## src/hdl/eei_pkg.sv

```systemverilog
// Purpose : shared constants and types of the external edge interrupt unit
// Assumes : one clock domain, synchronous active-low reset
// Notes   : source numbering is fixed here and used by the unit and the test files
package eei_pkg;

    // ------------------------------------------------------------
    // source counts and numbering
    // ------------------------------------------------------------
    localparam int unsigned EEI_NUM_WAKEUP  = 8;
    localparam int unsigned EEI_NUM_REQ     = 4;
    localparam int unsigned EEI_NUM_SOURCES = 13;
    localparam int unsigned EEI_IDX_W       = 4;
    localparam int unsigned EEI_REQ_FLAGS   = 5;
    localparam int unsigned EEI_PC_W        = 16;
    localparam int unsigned EEI_CCR_W       = 8;

    localparam logic [3:0] EEI_SRC_WAKE_BASE = 4'h0;
    localparam logic [3:0] EEI_SRC_REQ_BASE  = 4'h8;
    localparam logic [3:0] EEI_SRC_EVENT     = 4'hC;

    // position of the event flag in the first request register
    localparam int unsigned EEI_EVENT_FLAG_POS = 4;

    // ------------------------------------------------------------
    // edge selection encodings
    // ------------------------------------------------------------
    localparam logic       EEI_EDGE_FALLING = 1'b0;
    localparam logic       EEI_EDGE_RISING  = 1'b1;
    localparam logic [1:0] EEI_EVT_FALLING  = 2'b00;
    localparam logic [1:0] EEI_EVT_RISING   = 2'b01;

    // ------------------------------------------------------------
    // reset values
    // ------------------------------------------------------------
    localparam logic [7:0] EEI_WAKE_FLAG_RESET = 8'h00;
    localparam logic [4:0] EEI_REQ_FLAG_RESET  = 5'h00;
    localparam logic       EEI_MASK_RESET      = 1'b1;

    // ------------------------------------------------------------
    // vector table layout (plain defaults)
    // ------------------------------------------------------------
    localparam logic [15:0] EEI_VECTOR_BASE = 16'h0008;
    localparam logic [15:0] EEI_VECTOR_STEP = 16'h0002;

    typedef struct packed {
        logic [7:0] wakeup_edge_select_reg;
        logic [7:0] port5_function_reg;
        logic [3:0] edge_select_reg;
        logic [3:0] pin_function;
        logic [1:0] event_edge_select_reg;
        logic       event_pwm_enable_bit;
    } eei_config_type;

    typedef struct packed {
        logic       wakeup_enable_bit;
        logic [3:0] pin_enable;
        logic       event_interrupt_enable_bit;
    } eei_enable_type;

    typedef struct packed {
        logic [15:0] pc;
        logic [7:0]  ccr;
    } eei_cpu_state_type;

    typedef enum logic [2:0] {
        ACC_IDLE,
        ACC_PUSH_PC,
        ACC_PUSH_CCR,
        ACC_MASK,
        ACC_VECTOR
    } eei_accept_state_type;

endpackage

```

## src/hdl/eei_edge_detect.sv

```systemverilog
// Purpose : clean one input level and report its rising and falling edges
// Assumes : SYNCED=1 for pins from outside the clock domain
// Notes   : the first settled level after reset gives no edge
module eei_edge_detect #(
    parameter bit SYNCED = 1'b1
) (
    input  wire logic clk,
    input  wire logic rst_b,
    input  wire logic pin_in,
    output logic      level,
    output logic      rise,
    output logic      fall
);
    logic [2:0] sync_reg;
    logic [2:0] fill_reg;
    logic       level_reg;
    logic       primed_reg;
    logic       rise_reg;
    logic       fall_reg;
    logic       level_next;
    logic       settled;

    // fill marks which stages hold real samples; a low idle pin must
    // still see its first rise after reset
    always_ff @(posedge clk) begin
        if (!rst_b) begin
            sync_reg <= 3'h0;
            fill_reg <= 3'h0;
        end else begin
            sync_reg <= {sync_reg[1:0], pin_in};
            fill_reg <= {fill_reg[1:0], 1'b1};
        end
    end

    // only the second and third stages are compared
    assign settled    = SYNCED ? (sync_reg[1] == sync_reg[2]) : 1'b1;
    assign level_next = SYNCED ? (settled ? sync_reg[2] : level_reg)
                               : pin_in;

    always_ff @(posedge clk) begin
        if (!rst_b) begin
            level_reg  <= 1'b0;
            primed_reg <= 1'b0;
            rise_reg   <= 1'b0;
            fall_reg   <= 1'b0;
        end else begin
            level_reg  <= level_next;
            primed_reg <= primed_reg | (settled & (fill_reg[2] | !SYNCED));
            rise_reg   <= primed_reg & level_next & !level_reg;
            fall_reg   <= primed_reg & !level_next & level_reg;
        end
    end

    assign level = level_reg;
    assign rise  = rise_reg;
    assign fall  = fall_reg;
endmodule

```

## src/hdl/eei_priority.sv

```systemverilog
// Purpose : pick the highest ranked pending source
// Assumes : ORDER lists source numbers, rank 0 first
// Notes   : purely combinational
module eei_priority #(
    parameter int unsigned N     = 13,
    parameter int unsigned IDX_W = 4,
    parameter logic [N-1:0][IDX_W-1:0] ORDER = '0
) (
    input  wire logic [N-1:0]     pending,
    output logic                  any,
    output logic [IDX_W-1:0]      winner
);
    initial begin
        if (N > (1 << IDX_W)) begin
            $error("eei_priority: IDX_W too narrow for N");
        end
    end

    always_comb begin
        any    = 1'b0;
        winner = '0;
        // walk from lowest rank up so the best rank is written last
        for (int r = N - 1; r >= 0; r--) begin
            if (pending[ORDER[r]]) begin
                any    = 1'b1;
                winner = ORDER[r];
            end
        end
    end
endmodule

```

## src/hdl/eei_unit.sv

```systemverilog
// Purpose : thirteen-source external edge interrupt unit with acceptance
// Assumes : cpu signals come from logic on clk; pins are asynchronous
// Notes   : request pins bits 0..3 are numbered pins 0, 1, 3, 4
//
// Notes on behaviour
// - thirteen sources: eight wakeup, four pins, event
// - wakeup edge chosen per pin
// - wakeup pin active only with function bit set
// - wakeup edge sets its flag, raises request
// - wakeup enable zero blocks wakeup acceptance
// - each request pin has own edge bit
// - enabled pin edge sets its request flag
// - pin enable zero blocks that pin's acceptance
// - event edge: rising, falling or both
// - enabled event edge sets event flag
// - mask bit one masks every source
// - enabled event request sets matching flag
// - only highest priority request presented
// - accept when mask zero, else hold pending
// - after instruction, push pc then ccr
// - after stacking, mask bit set to one
// - fetch vector for accepted source
// - acceptance waits until clearing instruction completes
// - edge bit zero falling, one rising
module eei_unit
    import eei_pkg::*;
#(
    parameter logic [12:0][3:0] PRIORITY_ORDER = {
        4'hC, 4'hB, 4'hA, 4'h9, 4'h8, 4'h7, 4'h6,
        4'h5, 4'h4, 4'h3, 4'h2, 4'h1, 4'h0}
) (
    input  wire logic                        clk,
    input  wire logic                        rst_b,
    input  wire logic [7:0]                  wakeup_pins,
    input  wire logic [3:0]                  request_pins,
    input  wire logic                        event_counter_interrupt,
    input  wire logic                        event_counter_pwm_signal,
    input  wire eei_pkg::eei_config_type     cfg,
    input  wire eei_pkg::eei_enable_type     first_enable_reg,
    input  wire logic [7:0]                  wakeup_flag_clear,
    input  wire logic [4:0]                  request_flag_clear,
    input  wire logic                        mask_write,
    input  wire logic                        mask_wdata,
    input  wire logic                        instr_done,
    input  wire logic                        clear_instr_busy,
    input  wire eei_pkg::eei_cpu_state_type  cpu_state,
    output logic [7:0]                       wakeup_flag_reg,
    output logic [4:0]                       first_request_reg,
    output logic                             intr_mask_reg,
    output logic                             irq_presented,
    output logic [3:0]                       irq_source,
    output logic                             stack_write,
    output logic [15:0]                      stack_word,
    output logic                             vector_fetch,
    output logic [15:0]                      vector_addr,
    output logic                             accept_busy
);
    import eei_pkg::*;

    initial begin
        if (EEI_NUM_WAKEUP + EEI_NUM_REQ + 1 != EEI_NUM_SOURCES) begin
            $error("eei_unit: source count mismatch");
        end
    end

    // ------------------------------------------------------------
    // pin conditioning
    // ------------------------------------------------------------
    logic [12:0] pin_vec;
    logic [12:0] pin_rise;
    logic [12:0] pin_fall;
    logic        pwm_rise;
    logic        pwm_fall;

    assign pin_vec = {event_counter_interrupt, request_pins, wakeup_pins};

    for (genvar g = 0; g < 13; g++) begin : g_pin
        eei_edge_detect #(.SYNCED(1'b1)) u_edge (
            .clk    (clk),
            .rst_b  (rst_b),
            .pin_in (pin_vec[g]),
            .level  (),
            .rise   (pin_rise[g]),
            .fall   (pin_fall[g])
        );
    end

    // internal pwm already runs on clk, so no synchroniser
    eei_edge_detect #(.SYNCED(1'b0)) u_pwm_edge (
        .clk    (clk),
        .rst_b  (rst_b),
        .pin_in (event_counter_pwm_signal),
        .level  (),
        .rise   (pwm_rise),
        .fall   (pwm_fall)
    );

    // ------------------------------------------------------------
    // edge selection
    // ------------------------------------------------------------
    logic [7:0] wake_hit;
    logic [3:0] req_hit;
    logic       evt_rise;
    logic       evt_fall;
    logic       evt_hit;

    always_comb begin
        for (int i = 0; i < 8; i++) begin
            wake_hit[i] = cfg.port5_function_reg[i] &
                (cfg.wakeup_edge_select_reg[i] == EEI_EDGE_RISING
                    ? pin_rise[i] : pin_fall[i]);
        end
        for (int j = 0; j < 4; j++) begin
            req_hit[j] = cfg.pin_function[j] &
                (cfg.edge_select_reg[j] == EEI_EDGE_FALLING
                    ? pin_fall[8 + j] : pin_rise[8 + j]);
        end
    end

    // pwm enable picks the internal signal over the pin
    assign evt_rise = cfg.event_pwm_enable_bit ? pwm_rise : pin_rise[12];
    assign evt_fall = cfg.event_pwm_enable_bit ? pwm_fall : pin_fall[12];

    always_comb begin
        unique case (cfg.event_edge_select_reg)
            EEI_EVT_FALLING: evt_hit = evt_fall;
            EEI_EVT_RISING:  evt_hit = evt_rise;
            default:         evt_hit = evt_rise | evt_fall;
        endcase
    end

    // ------------------------------------------------------------
    // request flags
    // ------------------------------------------------------------
    logic [4:0] req_set;
    logic       evt_set;

    assign evt_set = evt_hit & first_enable_reg.event_interrupt_enable_bit;
    assign req_set = {evt_set, req_hit};

    // a set in the same cycle as a clear wins
    always_ff @(posedge clk) begin
        if (!rst_b) begin
            wakeup_flag_reg <= EEI_WAKE_FLAG_RESET;
        end else begin
            wakeup_flag_reg <= (wakeup_flag_reg & ~wakeup_flag_clear)
                             | wake_hit;
        end
    end

    always_ff @(posedge clk) begin
        if (!rst_b) begin
            first_request_reg <= EEI_REQ_FLAG_RESET;
        end else begin
            first_request_reg <= (first_request_reg & ~request_flag_clear)
                               | req_set;
        end
    end

    // ------------------------------------------------------------
    // priority and presentation
    // ------------------------------------------------------------
    logic [12:0] pending;
    logic        any_pending;
    logic [3:0]  winner;
    logic        clear_active;

    assign pending = {
        first_request_reg[EEI_EVENT_FLAG_POS]
            & first_enable_reg.event_interrupt_enable_bit,
        first_request_reg[3:0] & first_enable_reg.pin_enable,
        wakeup_flag_reg & {8{first_enable_reg.wakeup_enable_bit}}
    };

    eei_priority #(
        .N     (EEI_NUM_SOURCES),
        .IDX_W (EEI_IDX_W),
        .ORDER (PRIORITY_ORDER)
    ) u_prio (
        .pending (pending),
        .any     (any_pending),
        .winner  (winner)
    );

    assign irq_presented = any_pending & !intr_mask_reg;
    assign irq_source    = winner;

    // a clearing instruction in flight defers acceptance
    assign clear_active = clear_instr_busy | (|wakeup_flag_clear)
                        | (|request_flag_clear);

    // ------------------------------------------------------------
    // acceptance sequence
    // ------------------------------------------------------------
    eei_accept_state_type state_reg;
    eei_accept_state_type state_next;
    logic                 accept;
    logic [3:0]           taken_reg;
    logic [7:0]           saved_ccr_reg;
    logic [15:0]          saved_pc_reg;

    assign accept = (state_reg == ACC_IDLE) & irq_presented
                  & instr_done & !clear_active;

    always_comb begin
        state_next = state_reg;
        unique case (state_reg)
            ACC_IDLE:     if (accept) state_next = ACC_PUSH_PC;
            ACC_PUSH_PC:  state_next = ACC_PUSH_CCR;
            ACC_PUSH_CCR: state_next = ACC_MASK;
            ACC_MASK:     state_next = ACC_VECTOR;
            ACC_VECTOR:   state_next = ACC_IDLE;
        endcase
    end

    always_ff @(posedge clk) begin
        if (!rst_b) begin
            state_reg <= ACC_IDLE;
        end else begin
            state_reg <= state_next;
        end
    end

    // pc captured at the boundary is the return address
    always_ff @(posedge clk) begin
        if (!rst_b) begin
            taken_reg     <= 4'h0;
            saved_pc_reg  <= 16'h0000;
            saved_ccr_reg <= 8'h00;
        end else if (accept) begin
            taken_reg     <= winner;
            saved_pc_reg  <= cpu_state.pc;
            saved_ccr_reg <= cpu_state.ccr;
        end
    end

    always_ff @(posedge clk) begin
        if (!rst_b) begin
            stack_write <= 1'b0;
            stack_word  <= 16'h0000;
        end else begin
            stack_write <= (state_reg == ACC_PUSH_PC)
                         | (state_reg == ACC_PUSH_CCR);
            if (state_reg == ACC_PUSH_PC) begin
                stack_word <= saved_pc_reg;
            end else if (state_reg == ACC_PUSH_CCR) begin
                stack_word <= {8'h00, saved_ccr_reg};
            end
        end
    end

    // hardware set wins over a software write in the same cycle
    always_ff @(posedge clk) begin
        if (!rst_b) begin
            intr_mask_reg <= EEI_MASK_RESET;
        end else if (state_reg == ACC_MASK) begin
            intr_mask_reg <= 1'b1;
        end else if (mask_write) begin
            intr_mask_reg <= mask_wdata;
        end
    end

    always_ff @(posedge clk) begin
        if (!rst_b) begin
            vector_fetch <= 1'b0;
            vector_addr  <= EEI_VECTOR_BASE;
        end else begin
            vector_fetch <= (state_reg == ACC_VECTOR);
            if (state_reg == ACC_VECTOR) begin
                vector_addr <= EEI_VECTOR_BASE
                             + EEI_VECTOR_STEP * {12'h000, taken_reg};
            end
        end
    end

    assign accept_busy = (state_reg != ACC_IDLE);
endmodule

```

## config.mk

```make
export PLATFORM = sky130hd
export DESIGN_NAME = eei_unit
export DESIGN_NICKNAME = d
export VERILOG_FILES = /design/src/hdl/eei_pkg.sv /design/src/hdl/eei_edge_detect.sv /design/src/hdl/eei_priority.sv /design/src/hdl/eei_unit.sv
export SDC_FILE = /design/constraint.sdc
export NUM_CORES = 1
export LEC_CHECK = 0
export ABC_AREA = 1
export BUFFER_PORTS_ARGS = -buffer_cell sky130_fd_sc_hd__buf_2
export CAP_MARGIN = 20
export CORE_MARGIN = 4
export CORE_UTILIZATION = 50
export DETAILED_ROUTE_END_ITERATION = 10
export MAX_ROUTING_LAYER = met4
export PLACE_DENSITY = 0.75
export SLEW_MARGIN = 10
export SYNTH_ARGS = -nofsm -noshare
export SYNTH_HDL_FRONTEND = slang
export SYNTH_SLANG_ARGS = --single-unit
```

## constraint.sdc

```tcl
create_clock -name clk -period 2 [get_ports clk]
set_clock_uncertainty 0.1 [all_clocks]
set_input_delay 0.2 -clock clk [delete_from_list [all_inputs] [get_ports clk]]
set_output_delay 0.2 -clock clk [all_outputs]
set_load 0.1 [all_outputs]
```

==> results_tabular.tex <==
\begin{tabular}{lr}
\hline
Metric & Value \\
\hline
\multicolumn{2}{l}{\textbf{CTS}} \\
\quad H-Tree Depth & 4 \\
\quad Clock network latency to the later pin of the worst-skew pair & slightly above 400 ps \\
\quad CTS Sinks & around 170 \\
\quad Library cell used as clock root buffer & clkbuf\_16 \\
\quad Number of CTS-inserted buffers & 17 \\
\quad Clock-pin slew of the registers on the worst-case setup and hold paths & around 60 ps \\
\quad TritonCTS clock tree & built \\
\quad Clk buf depth & 2 \\
\multicolumn{2}{l}{\textbf{STA}} \\
\quad Final critical-path required period & 2027 ps \\
\quad Setup violation total in the final timing report & 1 \\
\quad Achievable clock frequency & 493.4 MHz \\
\quad Share of the cycle needed by the critical path after routing & 1.013 \\
\quad Setup slack of the critical path after layout & -26.57 ps \\
\quad Count of final max-slew check failures & 0 \\
\quad Worst slew margin relative to its limit & 0.6251 \\
\quad Final hold violations & 0 \\
\quad Setup repair after global routing missed its margin & yes \\
\quad Worst-Margin Slew & around 560 ps \\
\multicolumn{2}{l}{\textbf{Finish}} \\
\quad Area grow syn2layout & 36.19\% \\
\quad FILL cells & 870 \\
\quad Footprint of the multi-input gates & around 2200 µm² \\
\quad Flip-flop count of the largest register, all copies and words added & 39 \\
\quad Non-filler cells in the finished layout & about 1,100 \\
\quad Antenna cells & 0 \\
\quad Share of layout cells above drive strength 1 & 0.2560 \\
\quad Final standard cell area without fillers & about 8200 µm² \\
\quad Final core utilization & 0.7056 \\
\quad Sequential cell area & 3352 µm² \\
\quad Total Nets Final & $\sim$1,000 \\
\multicolumn{2}{l}{\textbf{Synthesis}} \\
\quad Synth Area per Inst & about 8.0 µm² \\
\quad Share of synthesized area occupied by flip-flops and latches & 0.5513 \\
\quad Primary flip-flop cell chosen by synthesis mapping & dfxtp\_1 \\
\quad Gate count of the mapped netlist & approximately 750 \\
\quad Synth Register Bits & approximately 170 \\
\quad Count of different cell masters after synthesis & 35 \\
\quad Leading post-synthesis cells by cell area & dfxtp\_1 (55\%), nand2\_1 (8.8\%), inv\_1 (6.1\%) \\
\quad Portion of synthesized cell area occupied by the leading cell type & 0.5513 \\
\quad Post-synthesis async set-or-reset flop share & 0 \\
\quad Most frequent cell after synthesis & dfxtp\_1 \\
\quad EDFF count, synth & 0 \\
\quad Post-synth top area cell & dfxtp\_1 \\
\quad Synthesis Warnings & 0 \\
\quad Netlist Area Pre-Place & roughly 6000 µm² \\
\quad Most used standard cells in the synthesized netlist & dfxtp\_1 (165), nand2\_1 (140), inv\_1 (98), nor2\_1 (96), a21oi\_1 (44) \\
\multicolumn{2}{l}{\textbf{Routing}} \\
\quad DRC violation count after routing & 0 \\
\quad Number of vias after detailed routing & around 5,300 \\
\quad Drt first pass iters & 5 \\
\quad DRC violation total after the first TritonRoute iteration & 315 \\
\quad Mean routed wirelength per cell & $\sim$13 µm \\
\quad Antenna viol nets, final & 0 \\
\quad Routed wire length & around 14,000 µm \\
\quad Average vias per placed instance & around 4.8 \\
\multicolumn{2}{l}{\textbf{Placed design}} \\
\quad Placer's final routability congestion estimate & about 0.85 \\
\quad Sum of net half-perimeters after detailed placement & 9242 µm \\
\quad Count of placed standard cells including taps & 1,001 \\
\quad Area after DPL & 6844 µm² \\
\quad PortBufs & approximately 130 \\
\multicolumn{2}{l}{\textbf{GRT}} \\
\quad Global-route wire length before repair & 23,760 µm \\
\quad All-layer global routing usage & 0.2143 \\
\quad Antenna violations before repair & 0 \\
\quad Vias in the first global route & 5,081 \\
\quad Grt ovf & 0 \\
\quad Maximum number of pins on one net before global-route repair & 81 \\
\multicolumn{2}{l}{\textbf{Floorplanning}} \\
\quad Die extent in y & between 100 and 150 µm \\
\quad Full die area & $\sim$14,000 µm² \\
\quad Count of pins on the block boundary & about 140 \\
\quad Chip width & 117.5 µm \\
\quad Floorplan core area & $\sim$12,000 µm² \\
\quad Starting density of the core & 0.5181 \\
\quad Row count & 39 \\
\multicolumn{2}{l}{\textbf{Run status}} \\
\quad Status & finished, violations left \\
\quad Violated checks & negative setup slack \\
\multicolumn{2}{l}{\textbf{Power}} \\
\quad Power per Cell Area & around 950 nW/µm² \\
\quad Max IR drop VDD & 0.6654 mV \\
\quad Leakage power figure & 0.003954 µW \\
\multicolumn{2}{l}{\textbf{Worst setup path}} \\
\quad Crit-path max FO & 2 \\
\quad WS Path Type & reg -> out \\
\quad Required time reported for the critical path endpoint & 1700 ps \\
\quad Setup crit start kind & flip-flop \\
\quad Nature of the critical path endpoint & output port \\
\quad Critical Path AT & around 1700 ps \\
\multicolumn{2}{l}{\textbf{Worst hold path}} \\
\quad Min-delay worst type & in -> reg \\
\multicolumn{2}{l}{\textbf{Flow run}} \\
\quad Reported max-cap violation count & 0 \\
\hline
\end{tabular}
[worst max-delay path, cell delays in order (launching register included)]
cell and delay [ps]:
dfxtp_4 340, nand2_2 70, inv_2 40, nand2_2 40
nand2_1 40, nand2_1 70, nand2_1 60, nand2_1 50
nand2_1 40, nand2_1 50, nand2_1 40, nand2_1 50
nand2_1 60, nand2_2 90, clkinvlp_4 110, buf_12 170
[power breakdown]
group	total, µW	leakage (µW)	internal (µW)	switching, µW
Sequential	3430	0.00135	3380	56.3
Clock	3110	0.000261	1790	1320
Combinational	1180	0.00234	330	850
Total	7720	0.00395	5500	2220
[metal layers]
metal,up-vias,wire (µm),global-route usage
li1,2729,-,-
met1,2394,6371,0.2641
met2,158,6782,0.3363
met3,33,814,0.05766
met4,0,350,0.08645
met5,-,0,-
[logic make-up after synthesis]
kind of cell / Yosys count / synth area share
simple gates: 311 / 0.2213
fa+ha+maj: 1 / 0.002088
compound gates: 118 / 0.1130
other cells: 1 / 0.0006258
flops: 165 / 0.5513
xor+xnor: 1 / 0.001462
buf+inv: 147 / 0.1086
mux: 1 / 0.001671
[metrics by stage]
stage / setup TNS, ps / hold WS, ps / setup slack, ps / total power, µW
2_1_floorplan: -6878 / 127.7 / -289.9 / 4299
3_3_place_gp: 0 / 278.6 / 160.3 / 4545
3_5_place_dp: 0 / 283.4 / 99.54 / 4552
4_1_cts: -31.66 / 11.13 / -31.66 / 7744
5_1_grt: -304.5 / 29.68 / -215.2 / 8010
6_report: -26.57 / 38.70 / -26.57 / 7719
[path summary, 6_finish.rpt]
path                               startpoint                     endpoint  slack (ps)  depth (start not counted)
setup / recovery         first_request_reg[3]                irq_source[0]         -30                         15
hold / removal                        cfg[11]           wakeup_flag_reg[0]          40                          3
setup reg to reg         g_pin[7].u_edge.rise           wakeup_flag_reg[7]         120                          6
hold reg to reg   g_pin[5].u_edge.sync_reg[0]  g_pin[5].u_edge.sync_reg[1]         310                          2
[layout make-up]
cell class                      count  share of cell area
Clock buffer                       19             0.05550
Tap cell                          143             0.02193
Inverter                          110             0.05198
Sequential cell                   165              0.4108
Multi-Input combinational cell    443              0.2646
Clock inverter                     13             0.01503
Timing Repair Buffer              207              0.1802
[placed cells by master, fill, tap and decap left out, drive strengths merged, types with 2 or more instances in the layout]
cell type	n
a21oi	45
nand3	16
nor4	13
inv	112
clkinv	2
nor2	118
clkinvlp	8
o21ai	42
dfxtp	165
nand4	4
a22o	3
conb	11
nand2	141
dlygate4sd3	62
o211ai	12
o22ai	13
clkbuf	19
buf	145
nor3	19
[what timing repair did]
action / 4_1_cts / 5_1_grt
gates resized for setup: 7 / 14
setup endpoints to repair: 5 / 32
hold endpoints to repair: 54 / 0
cloned: 0 / 0
buffers inserted: 1 / 4
hold buffers: 63 / 0
pin swaps: 4 / 5
Note: power is estimated with default switching activity, not from simulation.
